<file path="config.mk">
export PLATFORM = sky130hd
export DESIGN_NAME = rtctk_timekeeper
export DESIGN_NICKNAME = d
export VERILOG_FILES = /design/src/logic/rtctk_clock_select.v /design/src/logic/rtctk_timekeeper.v
export VERILOG_INCLUDE_DIRS = /design/src /design/src/common
export SDC_FILE = /design/constraint.sdc
export NUM_CORES = 1
export LEC_CHECK = 0
export ABC_AREA = 1
export BUFFER_PORTS_ARGS = -buffer_cell sky130_fd_sc_hd__buf_2
export CORE_MARGIN = 5
export CORE_UTILIZATION = 40
export CTS_CLUSTER_SIZE = 30
export DETAILED_ROUTE_END_ITERATION = 16
export PLACE_DENSITY = 0.55
export SLEW_MARGIN = 30
export SYNTH_ARGS = -nofsm -noshare
export SYNTH_HDL_FRONTEND = slang
export SYNTH_SLANG_ARGS = --single-unit
</file>
<file path="constraint.sdc">
create_clock -name clock_in -period 5.1 [get_ports clock_in]
set_input_delay 0.255 -clock clock_in [delete_from_list [all_inputs] [get_ports clock_in]]
set_output_delay 0.255 -clock clock_in [all_outputs]
set_load 0.01 [all_outputs]
</file>
<file path="src/common/rtctk_consts.vh">
// Constants of the real-time clock timekeeper and its slow-clock source selection
`ifndef RTCTK_CONSTS_VH
`define RTCTK_CONSTS_VH

// Register offsets of the time, calendar and alarm bytes
`define RTCTK_ADDR_TIME_SECONDS 8'h10
`define RTCTK_ADDR_ALARM_SECONDS 8'h11
`define RTCTK_ADDR_TIME_MINUTES 8'h12
`define RTCTK_ADDR_ALARM_MINUTES 8'h13
`define RTCTK_ADDR_TIME_HOURS 8'h14
`define RTCTK_ADDR_ALARM_HOURS 8'h15
`define RTCTK_ADDR_WEEKDAY 8'h16
`define RTCTK_ADDR_MONTH_DAY 8'h17
`define RTCTK_ADDR_CALENDAR_MONTH 8'h18
`define RTCTK_ADDR_CALENDAR_YEAR 8'h19
// Control, status, flag and charger registers
`define RTCTK_ADDR_CONTROL 8'h1a
`define RTCTK_ADDR_STATUS 8'h1b
`define RTCTK_ADDR_FLAGS 8'h1c
`define RTCTK_ADDR_CHARGER 8'h1d

// Byte array indices of the ten data bytes
`define RTCTK_IDX_SEC 4'h0
`define RTCTK_IDX_ASEC 4'h1
`define RTCTK_IDX_MIN 4'h2
`define RTCTK_IDX_AMIN 4'h3
`define RTCTK_IDX_HOUR 4'h4
`define RTCTK_IDX_AHOUR 4'h5
`define RTCTK_IDX_WDAY 4'h6
`define RTCTK_IDX_MDAY 4'h7
`define RTCTK_IDX_MONTH 4'h8
`define RTCTK_IDX_YEAR 4'h9
`define RTCTK_DATA_BYTES 10

// Control register fields
`define RTCTK_CTL_SET_MODE 7
`define RTCTK_CTL_ALARM_IE 6
`define RTCTK_CTL_UPDATE_IE 4
`define RTCTK_CTL_DATA_MODE 2
`define RTCTK_CTL_HOUR_24 1
`define RTCTK_CTL_CLKOUT_DIS 0
`define RTCTK_CTL_RESET 8'h02
`define RTCTK_CTL_MASK 8'hd7
// Status register fields
`define RTCTK_STS_UPDATE_PENDING 7
`define RTCTK_STS_CLOCK_SOURCE 0
// Flag register fields
`define RTCTK_FLG_REQUEST 7
`define RTCTK_FLG_ALARM 5
`define RTCTK_FLG_UPDATE 4
`define RTCTK_CHARGER_RESET 8'h00

// Calendar reset values: 00:00:00, Sunday, January 1, 2000
`define RTCTK_RESET_WEEKDAY 8'h01
`define RTCTK_RESET_MONTH_DAY 8'h01
`define RTCTK_RESET_MONTH 8'h01
`define RTCTK_RESET_YEAR 8'h00
`define RTCTK_PM_BIT 7

// Prescaler and update timing
`define RTCTK_PRESCALE_BITS 15
`define RTCTK_PRESCALE_MAX 15'h7fff
`define RTCTK_SLOW_PERIOD_NS 30518
`define RTCTK_UIP_LEAD_NS 244100
`define RTCTK_ALARM_DELAY_NS 30500
`define RTCTK_UIP_LEAD_TICKS (`RTCTK_UIP_LEAD_NS / `RTCTK_SLOW_PERIOD_NS)
`define RTCTK_ALARM_TICKS_RAW (`RTCTK_ALARM_DELAY_NS / `RTCTK_SLOW_PERIOD_NS)
`define RTCTK_ALARM_TICKS ((`RTCTK_ALARM_TICKS_RAW < 1) ? 1 : `RTCTK_ALARM_TICKS_RAW)

// Backup-clock edges without a crystal edge before the crystal counts as stopped
`define RTCTK_XTAL_MISS_LIMIT 3'h4

`endif

</file>
<file path="src/logic/rtctk_clock_select.v">
// Glitch-free selection between crystal and backup slow clocks
`default_nettype none

`include "rtctk_consts.vh"

module rtctk_clock_select (
    input wire clock_in,
    input wire sys_rst_in,
    input wire xtal_clock_in,
    input wire backup_clock_in,
    output reg slow_clock,
    output reg slow_tick,
    output reg rc_selected
);

    reg xtal_meta;
    reg xtal_sync;
    reg xtal_prev;
    reg rc_meta;
    reg rc_sync;
    reg rc_prev;
    reg [2:0] miss_count;
    wire xtal_rise;
    wire rc_rise;
    wire xtal_alive;
    wire mux_now;

    ////////////////////////////////////////////////////////////////////////////
    // Pin synchronisers and edge history
    always @(posedge clock_in or posedge sys_rst_in) begin
        if (sys_rst_in) begin
            xtal_meta <= 1'b0;
            xtal_sync <= 1'b0;
            xtal_prev <= 1'b0;
            rc_meta <= 1'b0;
            rc_sync <= 1'b0;
            rc_prev <= 1'b0;
        end else begin
            xtal_meta <= xtal_clock_in;
            xtal_sync <= xtal_meta;
            xtal_prev <= xtal_sync;
            rc_meta <= backup_clock_in;
            rc_sync <= rc_meta;
            rc_prev <= rc_sync;
        end
    end

    assign xtal_rise = xtal_sync & ~xtal_prev;
    assign rc_rise = rc_sync & ~rc_prev;
    assign xtal_alive = (miss_count < `RTCTK_XTAL_MISS_LIMIT);

    always @(posedge clock_in or posedge sys_rst_in) begin
        if (sys_rst_in) begin
            miss_count <= `RTCTK_XTAL_MISS_LIMIT;
        end else if (xtal_rise) begin
            miss_count <= 3'h0;
        end else if (rc_rise && xtal_alive) begin
            miss_count <= miss_count + 3'h1;
        end
    end

    always @(posedge clock_in or posedge sys_rst_in) begin
        if (sys_rst_in) begin
            rc_selected <= 1'b1;
        end else if (!xtal_sync && !rc_sync) begin
            rc_selected <= ~xtal_alive;
        end
    end

    assign mux_now = rc_selected ? rc_sync : xtal_sync;

    // Selected clock and its rising-edge enable
    always @(posedge clock_in or posedge sys_rst_in) begin
        if (sys_rst_in) begin
            slow_clock <= 1'b0;
            slow_tick <= 1'b0;
        end else begin
            slow_clock <= mux_now;
            slow_tick <= mux_now & ~slow_clock;
        end
    end

endmodule // rtctk_clock_select

`default_nettype wire

</file>
<file path="src/logic/rtctk_timekeeper.v">
// Real-time clock timekeeper: calendar, alarm, status and clock outputs
`default_nettype none

`include "rtctk_consts.vh"

module rtctk_timekeeper (
    input wire clock_in,
    input wire sys_rst_in,
    input wire xtal_clock_in,
    input wire backup_clock_in,
    input wire audio_clock_in,
    input wire companion_rail_in,
    input wire startup_done_in,
    input wire spi_powered_in,
    input wire [7:0] reg_addr_in,
    input wire [7:0] reg_wdata_in,
    input wire reg_write_in,
    input wire reg_read_in,
    output reg [7:0] reg_rdata_out,
    output reg reg_rvalid_out,
    output reg slow_clock_out,
    output reg audio_clock_out,
    output reg rtc_irq_out
);

    reg [7:0] data_byte [0:`RTCTK_DATA_BYTES-1];
    reg [7:0] control;
    reg [7:0] charger;
    reg update_pending_flag;
    reg alarm_match_flag;
    reg update_end_flag;
    reg [`RTCTK_PRESCALE_BITS-1:0] prescale;
    reg compare_pending;
    reg [3:0] compare_count;
    reg audio_meta;
    reg audio_sync;
    reg driver_enable;
    reg [7:0] next_byte [0:`RTCTK_DATA_BYTES-1];
    reg next_alarm_flag;
    reg next_update_flag;
    reg [7:0] sec_b;
    reg [7:0] min_b;
    reg [7:0] hr24_b;
    reg [7:0] wday_b;
    reg [7:0] mday_b;
    reg [7:0] mon_b;
    reg [7:0] year_b;
    reg [7:0] hr12_b;
    reg carry_min;
    reg carry_hr;
    reg carry_day;
    reg carry_mon;
    reg carry_year;
    wire slow_clock;
    wire slow_tick;
    wire rc_selected;
    wire set_mode;
    wire binary_mode;
    wire hour_24;
    wire access_ok;
    wire wr_hit;
    wire rd_flags;
    wire second_tick;
    wire uip_start;
    wire do_update;
    wire do_compare;
    wire alarm_match;
    wire request_flag;
    wire [3:0] wr_index;
    genvar gi;
    integer k;
    localparam integer uip_lead = `RTCTK_UIP_LEAD_TICKS;
    localparam integer alarm_last = `RTCTK_ALARM_TICKS - 1;
    localparam [14:0] uip_at = `RTCTK_PRESCALE_MAX - uip_lead[14:0];

    ////////////////////////////////////////////////////////////////////////////
    // Format helper functions

    // Stored byte to plain binary
    function [7:0] f_to_bin;
        input [7:0] v;
        input bin_mode;
        begin
            f_to_bin = bin_mode ? v : ({4'h0, v[7:4]} * 8'h0a + {4'h0, v[3:0]});
        end
    endfunction

    // Plain binary to stored byte
    function [7:0] f_from_bin;
        input [7:0] b;
        input bin_mode;
        reg [7:0] tens;
        reg [7:0] ones;
        begin
            tens = b / 8'h0a;
            ones = b % 8'h0a;
            f_from_bin = bin_mode ? b : {tens[3:0], ones[3:0]};
        end
    endfunction

    // Days in a month, leap year when year divisible by four
    function [7:0] f_month_days;
        input [7:0] month_b;
        input [7:0] yr_b;
        begin
            case (month_b)
                8'h02: f_month_days = (yr_b[1:0] == 2'h0) ? 8'h1d : 8'h1c;
                8'h04, 8'h06, 8'h09, 8'h0b: f_month_days = 8'h1e;
                default: f_month_days = 8'h1f;
            endcase
        end
    endfunction

    ////////////////////////////////////////////////////////////////////////////
    // Slow clock source selection

    rtctk_clock_select u_clock_select (
        .clock_in(clock_in),
        .sys_rst_in(sys_rst_in),
        .xtal_clock_in(xtal_clock_in),
        .backup_clock_in(backup_clock_in),
        .slow_clock(slow_clock),
        .slow_tick(slow_tick),
        .rc_selected(rc_selected)
    );

    assign set_mode = control[`RTCTK_CTL_SET_MODE];
    assign binary_mode = control[`RTCTK_CTL_DATA_MODE];
    assign hour_24 = control[`RTCTK_CTL_HOUR_24];

    ////////////////////////////////////////////////////////////////////////////
    // Prescaler and update sequencing

    always @(posedge clock_in or posedge sys_rst_in) begin
        if (sys_rst_in) begin
            prescale <= {`RTCTK_PRESCALE_BITS{1'b0}};
        end else if (slow_tick) begin
            prescale <= prescale + 15'h0001;
        end
    end

    assign second_tick = slow_tick && (prescale == `RTCTK_PRESCALE_MAX);
    assign uip_start = slow_tick && !set_mode && (prescale == uip_at);
    assign do_update = second_tick && !set_mode && update_pending_flag;
    assign do_compare = compare_pending && slow_tick && (compare_count == alarm_last[3:0]);

    // Update-pending flag and compare delay
    always @(posedge clock_in or posedge sys_rst_in) begin
        if (sys_rst_in) begin
            update_pending_flag <= 1'b0;
            compare_pending <= 1'b0;
            compare_count <= 4'h0;
        end else begin
            if (uip_start) begin
                update_pending_flag <= 1'b1;
            end else if (do_compare || (set_mode && !compare_pending)) begin
                update_pending_flag <= 1'b0;
            end
            if (do_update) begin
                compare_pending <= 1'b1;
                compare_count <= 4'h0;
            end else if (do_compare) begin
                compare_pending <= 1'b0;
            end else if (compare_pending && slow_tick) begin
                compare_count <= compare_count + 4'h1;
            end
        end
    end

    ////////////////////////////////////////////////////////////////////////////
    // Next calendar values

    always @* begin
        for (k = 0; k < `RTCTK_DATA_BYTES; k = k + 1) begin
            next_byte[k] = data_byte[k];
        end
        sec_b = f_to_bin(data_byte[`RTCTK_IDX_SEC], binary_mode);
        min_b = f_to_bin(data_byte[`RTCTK_IDX_MIN], binary_mode);
        wday_b = data_byte[`RTCTK_IDX_WDAY];
        mday_b = f_to_bin(data_byte[`RTCTK_IDX_MDAY], binary_mode);
        mon_b = f_to_bin(data_byte[`RTCTK_IDX_MONTH], binary_mode);
        year_b = f_to_bin(data_byte[`RTCTK_IDX_YEAR], binary_mode);
        hr12_b = f_to_bin({1'b0, data_byte[`RTCTK_IDX_HOUR][6:0]}, binary_mode);
        if (hour_24) begin
            hr24_b = f_to_bin(data_byte[`RTCTK_IDX_HOUR], binary_mode);
        end else begin
            hr24_b = ((hr12_b == 8'h0c) ? 8'h00 : hr12_b) +
                (data_byte[`RTCTK_IDX_HOUR][`RTCTK_PM_BIT] ? 8'h0c : 8'h00);
        end
        carry_min = (sec_b >= 8'h3b);
        sec_b = carry_min ? 8'h00 : sec_b + 8'h01;
        carry_hr = carry_min && (min_b >= 8'h3b);
        min_b = carry_min ? (carry_hr ? 8'h00 : min_b + 8'h01) : min_b;
        carry_day = carry_hr && (hr24_b >= 8'h17);
        hr24_b = carry_hr ? (carry_day ? 8'h00 : hr24_b + 8'h01) : hr24_b;
        wday_b = carry_day ? ((wday_b >= 8'h07) ? 8'h01 : wday_b + 8'h01) : wday_b;
        carry_mon = carry_day && (mday_b >= f_month_days(mon_b, year_b));
        mday_b = carry_day ? (carry_mon ? 8'h01 : mday_b + 8'h01) : mday_b;
        carry_year = carry_mon && (mon_b >= 8'h0c);
        mon_b = carry_mon ? (carry_year ? 8'h01 : mon_b + 8'h01) : mon_b;
        year_b = carry_year ? ((year_b >= 8'h63) ? 8'h00 : year_b + 8'h01) : year_b;
        next_byte[`RTCTK_IDX_SEC] = f_from_bin(sec_b, binary_mode);
        next_byte[`RTCTK_IDX_MIN] = f_from_bin(min_b, binary_mode);
        if (hour_24) begin
            next_byte[`RTCTK_IDX_HOUR] = f_from_bin(hr24_b, binary_mode);
        end else begin
            hr12_b = hr24_b % 8'h0c;
            hr12_b = (hr12_b == 8'h00) ? 8'h0c : hr12_b;
            next_byte[`RTCTK_IDX_HOUR] = f_from_bin(hr12_b, binary_mode) |
                ((hr24_b >= 8'h0c) ? 8'h80 : 8'h00);
        end
        next_byte[`RTCTK_IDX_WDAY] = wday_b;
        next_byte[`RTCTK_IDX_MDAY] = f_from_bin(mday_b, binary_mode);
        next_byte[`RTCTK_IDX_MONTH] = f_from_bin(mon_b, binary_mode);
        next_byte[`RTCTK_IDX_YEAR] = f_from_bin(year_b, binary_mode);
    end

    ////////////////////////////////////////////////////////////////////////////
    // Register port decode

    assign access_ok = spi_powered_in;
    assign wr_hit = access_ok && reg_write_in &&
        (reg_addr_in >= `RTCTK_ADDR_TIME_SECONDS) &&
        (reg_addr_in <= `RTCTK_ADDR_CALENDAR_YEAR);
    assign wr_index = reg_addr_in[3:0];
    assign rd_flags = access_ok && reg_read_in && (reg_addr_in == `RTCTK_ADDR_FLAGS);

    generate
        for (gi = 0; gi < `RTCTK_DATA_BYTES; gi = gi + 1) begin : g_data
            always @(posedge clock_in or posedge sys_rst_in) begin
                if (sys_rst_in) begin
                    if (gi == `RTCTK_IDX_WDAY) begin
                        data_byte[gi] <= `RTCTK_RESET_WEEKDAY;
                    end else if (gi == `RTCTK_IDX_MDAY) begin
                        data_byte[gi] <= `RTCTK_RESET_MONTH_DAY;
                    end else if (gi == `RTCTK_IDX_MONTH) begin
                        data_byte[gi] <= `RTCTK_RESET_MONTH;
                    end else begin
                        data_byte[gi] <= `RTCTK_RESET_YEAR;
                    end
                end else if (wr_hit && (wr_index == gi)) begin
                    data_byte[gi] <= reg_wdata_in;
                end else if (do_update) begin
                    data_byte[gi] <= next_byte[gi];
                end
            end
        end
    endgenerate

    // Control and charger registers
    always @(posedge clock_in or posedge sys_rst_in) begin
        if (sys_rst_in) begin
            control <= `RTCTK_CTL_RESET;
            charger <= `RTCTK_CHARGER_RESET;
        end else if (access_ok && reg_write_in) begin
            if (reg_addr_in == `RTCTK_ADDR_CONTROL) begin
                control <= reg_wdata_in & `RTCTK_CTL_MASK;
            end
            if (reg_addr_in == `RTCTK_ADDR_CHARGER) begin
                charger <= reg_wdata_in;
            end
        end
    end

    ////////////////////////////////////////////////////////////////////////////
    // Alarm and update-ended flags

    assign alarm_match =
        (data_byte[`RTCTK_IDX_SEC] == data_byte[`RTCTK_IDX_ASEC]) &&
        (data_byte[`RTCTK_IDX_MIN] == data_byte[`RTCTK_IDX_AMIN]) &&
        (data_byte[`RTCTK_IDX_HOUR] == data_byte[`RTCTK_IDX_AHOUR]);

    always @* begin
        next_alarm_flag = (alarm_match_flag && !rd_flags) || (do_compare && alarm_match);
        next_update_flag = (update_end_flag && !rd_flags) || do_compare;
    end

    always @(posedge clock_in or posedge sys_rst_in) begin
        if (sys_rst_in) begin
            alarm_match_flag <= 1'b0;
            update_end_flag <= 1'b0;
        end else begin
            alarm_match_flag <= next_alarm_flag;
            update_end_flag <= next_update_flag;
        end
    end

    assign request_flag =
        (alarm_match_flag && control[`RTCTK_CTL_ALARM_IE]) ||
        (update_end_flag && control[`RTCTK_CTL_UPDATE_IE]);

    ////////////////////////////////////////////////////////////////////////////
    // Read data path

    always @(posedge clock_in or posedge sys_rst_in) begin
        if (sys_rst_in) begin
            reg_rdata_out <= 8'h00;
            reg_rvalid_out <= 1'b0;
        end else begin
            reg_rvalid_out <= access_ok && reg_read_in;
            if (access_ok && reg_read_in) begin
                if ((reg_addr_in >= `RTCTK_ADDR_TIME_SECONDS) &&
                    (reg_addr_in <= `RTCTK_ADDR_CALENDAR_YEAR)) begin
                    reg_rdata_out <= data_byte[reg_addr_in[3:0]];
                end else if (reg_addr_in == `RTCTK_ADDR_CONTROL) begin
                    reg_rdata_out <= control;
                end else if (reg_addr_in == `RTCTK_ADDR_STATUS) begin
                    reg_rdata_out <= {update_pending_flag, 6'h00, rc_selected};
                end else if (reg_addr_in == `RTCTK_ADDR_FLAGS) begin
                    reg_rdata_out <= {request_flag, 1'b0, alarm_match_flag,
                        update_end_flag, 4'h0};
                end else if (reg_addr_in == `RTCTK_ADDR_CHARGER) begin
                    reg_rdata_out <= charger;
                end else begin
                    reg_rdata_out <= 8'h00;
                end
            end else begin
                reg_rdata_out <= 8'h00;
            end
        end
    end

    ////////////////////////////////////////////////////////////////////////////
    // Clock outputs and interrupt line

    always @(posedge clock_in or posedge sys_rst_in) begin
        if (sys_rst_in) begin
            driver_enable <= 1'b0;
        end else begin
            driver_enable <= startup_done_in && !control[`RTCTK_CTL_CLKOUT_DIS];
        end
    end

    // Audio pin synchroniser
    always @(posedge clock_in or posedge sys_rst_in) begin
        if (sys_rst_in) begin
            audio_meta <= 1'b0;
            audio_sync <= 1'b0;
        end else begin
            audio_meta <= audio_clock_in;
            audio_sync <= audio_meta;
        end
    end

    // Registered pin outputs
    always @(posedge clock_in or posedge sys_rst_in) begin
        if (sys_rst_in) begin
            slow_clock_out <= 1'b0;
            audio_clock_out <= 1'b0;
            rtc_irq_out <= 1'b0;
        end else begin
            slow_clock_out <= driver_enable && slow_clock;
            audio_clock_out <= companion_rail_in && audio_sync;
            rtc_irq_out <= request_flag;
        end
    end

endmodule // rtctk_timekeeper

`default_nettype wire

</file>
# Yosys cells after proc, flatten, opt, wreduce, memory -nomap -nowiden
# Cells that the tools add are included.
# totals
regBits,144
output_inout_bits,12
word_cells,261
inputBits,26
# op_classes
bitwise_logic,9
eq_ne,25
multipliers,7
order_cmp,12
n_addsub,18
reduce_logical,71
mux,68
div,15
# ops
cell,count
$mux W8,54
$mod A8 B4 Y8 const B,8
$add A8 B1 Y8 const B,7
$add A8 B4 Y8,7
$div A8 B4 Y8 const B,7
$mul A4 B3 Y7 const B,6
$logic_and A1 B1 Y1,40
$bmux W8 S4,1
$eq A8 B5 Y1 const B,4
$eq A15 B15 Y1 const B,2
$eq A8 B4 Y1 const B,3
$eq A8 B8 Y1,3
$reduce_bool A2 Y1,12
$eq A4 B3 Y1 const B,4
$eq A8 B3 Y1 const B,2
$ge A8 B4 Y1 const B,2
$ge A8 B5 Y1 const B,2
$ge A8 B6 Y1 const B,2
$mux W4,4
$add A15 B1 Y15 const B,1
$add A7 B4 Y8,1
$eq A4 B2 Y1 const B,2
$eq A4 B4 Y1 const B,2
$eq A8 B2 Y1 const B,1
other kinds (25),48

# Longest topological paths before layout
# Gate-level depths: netlist (run 1).
# logic_depth
depth_word,20
mapped_depth,50

# Hierarchy
# From an unflattened synthesis (run 1), not the netlist that was laid out.
# unflattened
cells_unflattened,1950
area_unflattened_um2,13240.2
# by_module_without_submodules
mod,n_inst,cells_per_inst,seq_area_each_um2,area_per_inst_um2
rtctk_timekeeper,1,1913,3308.2,12809.8
rtctk_clock_select,1,37,302.8,430.4

# Least setup slack after synthesis (run 1)
# No wires, ideal clock.
# synth_timing
kind,register to register
start,reg data_byte[13] (netlist bit)
end,reg data_byte[3] (netlist bit)
t_arrival_ns,5.253
slack_ns,-0.270
period_less_slack_ns,5.370
path_buffers,1
stages_incl_launch_ff,42
cell_sequence,dfrtp_1 > ha_1 > ha_1 > fa_1 > inv_1 > nor2_1 > xor2_1 > a21oi_2 > nor2_2 > nand2_1 > nor4_1 > inv_1 > o21ai_0 > inv_1 > ha_1 > inv_1 > a21boi_0 > o211ai_1 > [... 6 more ...] > a21o_1 > nand2_2 > nand2_2 > nand2_4 > nand2_4 > a21oi_2 > nand2_2 > nand2_2 > nand2_1 > nand2_1 > inv_1 > ha_1 > nand3_1 > nand2_1 > nand2_1 > nand3_1 > nand2_1 > nand2_1
# synth_between
elab_chain_cells,14
word_cells_on_any_way,19
classes_between,add/sub: 1; mul: 1; div: 1; order compare: 2; eq/ne: 5; mux: 6; reduce/logical: 3
# synth_rtl
item,line_no,rtl
"start, declared",rtctk_timekeeper.v:26,reg [7:0] data_byte [0:`RTCTK_DATA_BYTES-1];
"start signal, assigned by index",rtctk_timekeeper.v:233,data_byte[gi] <= `RTCTK_RESET_WEEKDAY;
"start signal, assigned by index",rtctk_timekeeper.v:235,data_byte[gi] <= `RTCTK_RESET_MONTH_DAY;
"start signal, assigned by index",rtctk_timekeeper.v:237,data_byte[gi] <= `RTCTK_RESET_MONTH;
$mul A4 B3 Y7,rtctk_timekeeper.v:84,"f_to_bin = bin_mode ? v : ({4'h0, v[7:4]} * 8'h0a + {4'h0, v[3:0]});"
$add A8 B4 Y8,rtctk_timekeeper.v:84,
$mux W8 *,rtctk_timekeeper.v:84,
$eq A8 B3 Y1 / $eq A8 B4 Y1 (equally long branches),rtctk_timekeeper.v:106,case (month_b)
$reduce_or A4 Y1,rtctk_timekeeper.v:106,
$pmux W2 S2,rtctk_timekeeper.v:106,
$ge A8 B8 Y1,rtctk_timekeeper.v:197,"carry_mon = carry_day && (mday_b >= f_month_days(mon_b, year_b));"
$logic_and A1 B1 Y1,rtctk_timekeeper.v:197,
$logic_and A1 B1 Y1 *,rtctk_timekeeper.v:199,carry_year = carry_mon && (mon_b >= 8'h0c);
$mux W8 *,rtctk_timekeeper.v:201,year_b = carry_year ? ((year_b >= 8'h63) ? 8'h00 : year_b + 8'h01) : year_b;
$mod A8 B4 Y8,rtctk_timekeeper.v:96,ones = b % 8'h0a;
$mux W8 *,rtctk_timekeeper.v:97,"f_from_bin = bin_mode ? b : {tens[3:0], ones[3:0]};"
$mux W8 *,rtctk_timekeeper.v:243,end else if (do_update) begin
$mux W8 *,rtctk_timekeeper.v:241,end else if (wr_hit && (wr_index == gi)) begin
# Every way passes the cells marked *; elsewhere a longest branch is shown, timed or not. The select of a mux whose other input is x is not followed.
# A chain may end at the register's enable or synchronous reset.

# Worst setup path in the final report (run 1)
# layout_timing
start,reg data_byte[13] (netlist bit)
end,reg data_byte[10] (netlist bit)
# layout_between
elab_chain_cells,15
word_cells_on_any_way,21
classes_between,add/sub: 2; mul: 1; div: 1; order compare: 2; eq/ne: 5; mux: 7; reduce/logical: 3
# layout_rtl
item,line_no,rtl
$mul A4 B3 Y7,rtctk_timekeeper.v:84,
$add A8 B4 Y8,rtctk_timekeeper.v:84,
$mux W8 *,rtctk_timekeeper.v:84,
$eq A8 B3 Y1 / $eq A8 B4 Y1 (equally long branches),rtctk_timekeeper.v:106,
$reduce_or A4 Y1,rtctk_timekeeper.v:106,
$pmux W2 S2,rtctk_timekeeper.v:106,
$ge A8 B8 Y1,rtctk_timekeeper.v:197,
$logic_and A1 B1 Y1,rtctk_timekeeper.v:197,
$logic_and A1 B1 Y1,rtctk_timekeeper.v:199,
$mux W8,rtctk_timekeeper.v:200,mon_b = carry_mon ? (carry_year ? 8'h01 : mon_b + 8'h01) : mon_b;
$mux W8 *,rtctk_timekeeper.v:200,
$mod A8 B4 Y8,rtctk_timekeeper.v:96,
$mux W8 *,rtctk_timekeeper.v:97,
$mux W8 *,rtctk_timekeeper.v:243,
$mux W8 *,rtctk_timekeeper.v:241,
# Marked as above.

==> results of run 1 <==
[cell type report]
type                            count  area [um^2]
Clock buffer                       17        425.4
Multi-Input combinational cell   1433         9743
Timing Repair Buffer              306         2375
Tap cell                          448        560.5
Sequential cell                   144         3616
Inverter                          284         1117
Fill cell                        3197        15270
Clock inverter                     15        172.7
[worst min-delay path by stage]
stage | slack (ns) | end | cells past startpoint | start
2_1_floorplan | 0.29 | audio_meta$_DFF_PP0_ | 0 | audio_clock_in
3_3_place_gp | 0.29 | audio_clock_out$_DFF_PP0_ | 2 | sys_rst_in
3_5_place_dp | 0.29 | audio_clock_out$_DFF_PP0_ | 2 | sys_rst_in
4_1_cts | 0.002 | audio_clock_out$_DFF_PP0_ | 3 | companion_rail_in
5_1_grt | 0.01 | driver_enable$_DFF_PP0_ | 3 | startup_done_in
6_report | 0.01 | audio_clock_out$_DFF_PP0_ | 3 | companion_rail_in
[per-layer routing]
metal  share of wire  vias up  global-route usage
li1                -     6890                   -
met1            0.45     6614              0.3112
met2            0.50      293              0.3961
met3           0.036       65             0.02695
met4           0.018        0             0.05623
met5               0        -                   0
[cells by family (layout without fill, tap and decap cells)]
kind of cell / after synthesis / after routing / synth area share
fa+ha+maj: 85 / 85 / 0.08684
simple gates: 900 / 901 / 0.3186
buf+inv: 334 / 622 / 0.1027
flops: 144 / 144 / 0.2701
compound gates: 377 / 377 / 0.1743
xor+xnor: 70 / 70 / 0.04745
[worst max-delay path, delay by kind of cell, from the launching register on]
kind                       cells  cell delay (ns)
buffers and inverters          7             0.55
AOI/OAI and AO/OA              6             0.96
and+or+nand+nor               19             1.97
xor gates and xnor gates       1             0.11
adders and majority gates      5             1.53
DFF                            1             0.39
[sequential cells by signal, indices dropped and copies added, names as in the netlist, 3 cells and up]
| signal | flops |
|---|---|
| data_byte | 80 |
| prescale | 15 |
| charger | 8 |
| reg_rdata_out | 8 |
| control | 6 |
| compare_count | 4 |
| u_clock_select.miss_count | 3 |
[cells in the final DEF (no fill, tap or decap), types with 9 or more instances in the layout]
cell         n
nand2_4     61
nand2_1    376
nand3_4     19
o21ai_0    128
or2_2        9
inv_2       50
nand3_2     35
nor2_2      11
nand2_2     91
nor2_4       9
o211ai_1    24
ha_4        13
o22ai_1     39
o221ai_1    20
buf_6       24
clkbuf_16   17
xor2_1      40
dfrtp_1    134
buf_2       37
a22oi_1     10
o21ai_1     28
nor2_1      98
nand3_1    112
nor3_1      15
inv_1      219
o21ai_4     14
nand4_1     25
a21oi_1     50
nand3b_1     9
xnor2_1     24
buf_4      235
fa_1         9
ha_1        57
o21ai_2     14
[per-stage QoR]
stage	area (um^2)	setup slack (ns)
floorplan	13390	-0.1556
global placement	15060	-0.4534
detailed placement	15060	-0.5575
CTS	16940	-0.5043
global route	18010	-0.9127
finish	18010	-0.5155
[where the power goes]
| part | internal, uW | total, uW | switching, uW |
|---|---|---|---|
| clock network | 737 | 1300 | 560 |
| registers | 1190 | 1250 | 56.6 |
| logic | 731 | 1670 | 942 |
[cell usage after synthesis (3+ instances only)]
library cell,count,area share
a211oi_1,5,0.0028
nor3_2,4,0.0030
or2_1,3,0.0014
nor2_1,108,0.030
xnor2_1,24,0.016
o221ai_1,20,0.013
buf_2,7,0.0026
a21boi_2,3,0.0025
o22ai_1,39,0.018
nand2_1,463,0.13
nand4_1,25,0.012
a22oi_1,10,0.0056
dfrtp_1,138,0.26
fa_1,13,0.019
clkinv_1,7,0.0020
o211ai_1,24,0.013
nor2_2,7,0.0033
a211o_1,3,0.0020
nand3_1,143,0.054
nand3_2,21,0.016
nand2_4,11,0.0093
clkbuf_1,30,0.0084
dfstp_2,6,0.012
a21oi_1,52,0.019
nor4_1,5,0.0023
nand3b_1,9,0.0051
a221oi_1,4,0.0026
inv_2,33,0.0093
o21ai_1,29,0.011
nor3b_1,4,0.0022
ha_1,72,0.067
o21ai_2,13,0.0085
nor3_1,17,0.0064
a21o_1,3,0.0017
buf_6,9,0.0076
xor2_1,44,0.029
nand2_2,58,0.027
o21ai_0,142,0.053
inv_1,242,0.068
a21oi_2,7,0.0046
or2_2,9,0.0042
nor2_4,3,0.0025
[what timing repair did]
item,in CTS,in global routing
hold buffers,4,0
pin swaps,85,132
buffers inserted,72,50
hold endpoints to repair,41,0
cloned,1,0
endpoints found under the setup margin,23,30
gates resized for setup,172,186
==> metrics.cfg, run 1 <==
[worst_setup_path]
critPathKind = reg -> reg
required_ns = 5.43
worstRegToRegCells = 38
critPathArrivalTime_ns = 5.95
r2r_slack_ns = -0.52
cp_common_cell = nand2_2
crit_end = data_byte[10]$_DFFE_PP0P_
timing.rr.end = data_byte[10]$_DFFE_PP0P_
startpoint = data_byte[13]$_DFFE_PP0P_
cp-start-kind = flop
cp_slowest_stage_delay_ns = 0.57
rr_startpoint = data_byte[13]$_DFFE_PP0P_
crit_fanout = 8
slowest_stage = fa_2
end_kind = flop

[die]
ios = 38
fp.dieArea_mm2 = 0.03718
die_y_um = 192.8
start_util = 0.4017
core_mm2 = 0.03328
die_w_um = 192.8
row_count = 67

[outcome]
outcome = finished with violations
violations = negative setup slack

[synth]
ys_ff_latch = 144
netlist_instances = 1910
synth-edff-count = 0
synth-async-reset-ratio = 1.000
ys_seq_area_frac = 0.2701
syn_area_per_cell_um2 = 7.000
synth_cell_types = 71
syn-cell-area_mm2 = 0.01337
synth-main-ff-cell = dfrtp_1
syn-num-nets = 2021
yosys_warnings = 0

[route]
post-route-drc-count = 0
viasPerCell = 5.237
drt_pass1_iterations = 5
drt_wl_total_mm = 43.18
wl_per_cell_um = 16.31
dr_total_vias = 13860
ant_nets = 0
drtIter0Drc = 937

[timing]
rsz0062_at_grt = yes
holdWs_ns = 0.01230
finalSetupTns_ns = -7.397
period_needed_ns = 5.616
worst_pin_slew_ns = 0.8499
finalSetupViolations = 21
post-route-period-util = 1.101
finalHoldViolations = 0
fin_ws_ns = -0.5155
slew_headroom = 0.4290
skew_ns = 0.01143
slew_viol_final = 0
fmax_mhz = 178.1

[cts]
cts_max_path_buffers = 2
htree_levels = 4
clock-sinks = 144
clock-root-buffer = clkbuf_16
clk_pin_slew_worst_paths_ns = 0.07
clk_latency_ns = 0.44
numCtsBuffers = 17
cts_tree = done

[place]
place_congestion = 0.8966
dpl.hpwl_mm = 30.04
dp.cells = 2505
io_buffers = 37

[finish]
fin_cells = 2647
n_antenna_cell = 0
fin_nets = 2297
drive_gt1_frac = 0.3329
fin_util = 0.5411
area_growth_pct = 34.70

[min_path]
hp-class = in -> reg

[grt]
grt-ovfl-total = 0
grt_usage = 0.2310
grt_first_pass_wirelength_mm = 69.43
antenna_found_initial = 0
grt_pass1_vias = 13510
grt_max_degree = 54

[power_and_ir_drop]
finalPower_uw = 4221
vdd_drop_max_mv = 0.2391
power_leakage_uw = 0.008943
power_density_mw_per_mm2 = 234.4

[job]
maxCapViolCount = 0

Power figures use the tool's default switching activity.
==> run 2, diff against run 1 <==
--- a/config.mk
+++ b/config.mk
@@ -12,7 +12,7 @@
 export CORE_UTILIZATION = 40
 export CTS_CLUSTER_SIZE = 30
 export DETAILED_ROUTE_END_ITERATION = 16
-export PLACE_DENSITY = 0.55
+export PLACE_DENSITY = 0.53
 export SLEW_MARGIN = 30
 export SYNTH_ARGS = -nofsm -noshare
 export SYNTH_HDL_FRONTEND = slang
==> constraint.sdc (replaced) <==
create_clock -name clock_in -period 6.23 [get_ports clock_in]
set_input_delay 0.3115 -clock clock_in [delete_from_list [all_inputs] [get_ports clock_in]]
set_output_delay 0.3115 -clock clock_in [all_outputs]
set_load 0.01 [all_outputs]
==> run 2 against run 1 <==
  * The run ends with negative hold slack left
  * Fmax is 3.0% lower
  * Utilization shrank 8.9 points
  * Clock power decreased by 24%
  * Critical path type unchanged
==> metrics.cfg, run 2 (synthesis gave the netlist of run 1 again) <==
[outcome]
outcome = finished with violations
violations = negative hold slack

[place]
placed_cell_area_mm2 = 0.01393
io_buffers = 37
dpl.hpwl_mm = 29.50
place_congestion = 0.8505
dp.cells = 2357

[worst_setup_path]
slowest_stage = fa_1
cp_slowest_stage_delay_ns = 0.55
required_ns = 6.55
critPathKind = reg -> reg
critPathArrivalTime_ns = 6.11
cp-start-kind = flop
crit_fanout = 7
cp_common_cell = nand2_1
end_kind = flop

[route]
wl_per_cell_um = 16.48
ant_nets = 0
drtIter0Drc = 918
post-route-drc-count = 0
dr_total_vias = 12800
viasPerCell = 5.280
drt_pass1_iterations = 7
drt_wl_total_mm = 39.96

[cts]
clock-root-buffer = clkbuf_16
numCtsBuffers = 17
htree_levels = 4
clk_latency_ns = 0.43
clock-sinks = 144
cts_tree = done
clk_pin_slew_worst_paths_ns = 0.07
cts_max_path_buffers = 2

[power_and_ir_drop]
p_int_uw = 1801
finalPower_uw = 2860
switching_share = 0.3704
comb_power_share = 0.296
power_frac_clock = 0.345
p_sw_uw = 1059
power_leakage_uw = 0.007552
power_density_mw_per_mm2 = 190.0
vdd_drop_max_mv = 0.1644
pwr-share-seq = 0.359

[job]
maxCapViolCount = 0

[finish]
fin_nets = 2075
reg_top3 = data_byte: 80 flops, prescale: 15 flops
regMostFlops = data_byte
area_growth_pct = 12.59
final_common_cell = nand2_1
n_antenna_cell = 0
final_area_mm2 = 0.01505
mostFrequentLayoutCells = nand2_1 (446), inv_1 (241), o21ai_0 (141)
drive_gt1_frac = 0.1735
fin_cells = 2425
largest_register_ffs = 80

[timing]
holdWs_ns = -0.03382
slew_headroom = 0.4514
period_needed_ns = 5.789
finalHoldViolations = 7
skew_ns = 0.01002
finalSetupViolations = 0
fmax_mhz = 172.7
worst_pin_slew_ns = 0.8021
post-route-period-util = 0.9293
slew_viol_final = 0

[die]
row_count = 67
fp.dieArea_mm2 = 0.03718
die_y_um = 192.8
core_mm2 = 0.03328
ios = 38
start_util = 0.4017
die_w_um = 192.8

[grt]
antenna_found_initial = 0
grt_usage = 0.2144
grt_pass1_vias = 11910
grt_first_pass_wirelength_mm = 63.91
grt_max_degree = 96
grt-ovfl-total = 0

[min_path]
hp-class = in -> async

-- run 2: changes by cell type in the layout (fill, tap and decap cells not counted), moves of 22 or more --
cell	before	now
buf_4	235	39
buf_6	24	1
inv_1	219	241
nand2_1	376	446
nand2_2	91	65
nand2_4	61	20
nand3_1	112	139
-- run 2: critical path, delay by kind of cell, from the launching register on --
kind            cells  cell delay (ns)
fa+ha+maj           5             1.41
flops               1             0.42
buf+inv             5             0.29
compound gates      4             0.55
simple gates       30             3.01
-- run 2: area by class of cell --
| type | count | area, um^2 |
|---|---|---|
| fill | 3465 | 18230 |
| clock buffer | 18 | 429.2 |
| timing repair buffer | 83 | 579.3 |
| inverter | 284 | 1086 |
| multi-input combinational | 1434 | 8663 |
| sequential | 144 | 3616 |
| tap | 448 | 560.5 |
| clock inverter | 14 | 118.9 |
-- run 2: routing by layer --
layer / vias up / GRT usage / wire [um]
met3: 51 / 0.02677 / 1506
met5: - / 0 / 0
li1: 6455 / - / -
met2: 229 / 0.3510 / 18560
met1: 6068 / 0.3042 / 19190
met4: 0 / 0.04553 / 692
-- run 2: what timing repair did --
item | 4_1_cts | 5_1_grt
gates resized for setup | 0 | 59
hold buffers | 3 | 0
setup buffers | 0 | 31
hold endpoints to repair | 3 | 0
endpoints found under the setup margin | 0 | 11
-- run 2: per-stage QoR --
step                      setup TNS [ns]    util  setup slack [ns]  hold WS [ns]
after CTS                              0  0.4360            0.2008       0.05385
final                                  0  0.4523            0.4405      -0.03382
after global routing            -0.08925  0.4523          -0.04582       0.03446
after floorplan                        0       -            0.8600        0.3312
after detailed placement               0  0.4186            0.2253        0.3463
after global placement                 0  0.4186            0.4094        0.3330
-- run 2: path summary, 6_finish.rpt --
path / cells after the start / from / end / slack (ns)
max: 44 / data_byte[13]$_DFFE_PP0P_ / data_byte[3]$_DFFE_PP0P_ / 0.44
min: 2 / sys_rst_in / audio_clock_out$_DFF_PP0_ / -0.03
max reg2reg: 44 / data_byte[13]$_DFFE_PP0P_ / data_byte[3]$_DFFE_PP0P_ / 0.44
min reg2reg: 0 / audio_meta$_DFF_PP0_ / audio_sync$_DFF_PP0_ / 0.36
max in group asynchronous: 3 / sys_rst_in / data_byte[14]$_DFFE_PP0P_ / 5.08
min in group clock_in: 3 / companion_rail_in / audio_clock_out$_DFF_PP0_ / 0.07
-- run 2: power by group through the flow --
stage                     Sequential [uW]  Combinational [uW]  Clock (uW)
final                                1030                 847         988
after global routing                 1030                 980        1040
after floorplan                      1030                 646           0
after global placement               1040                 796           0
after CTS                            1030                 813         998
after detailed placement             1040                 808           0
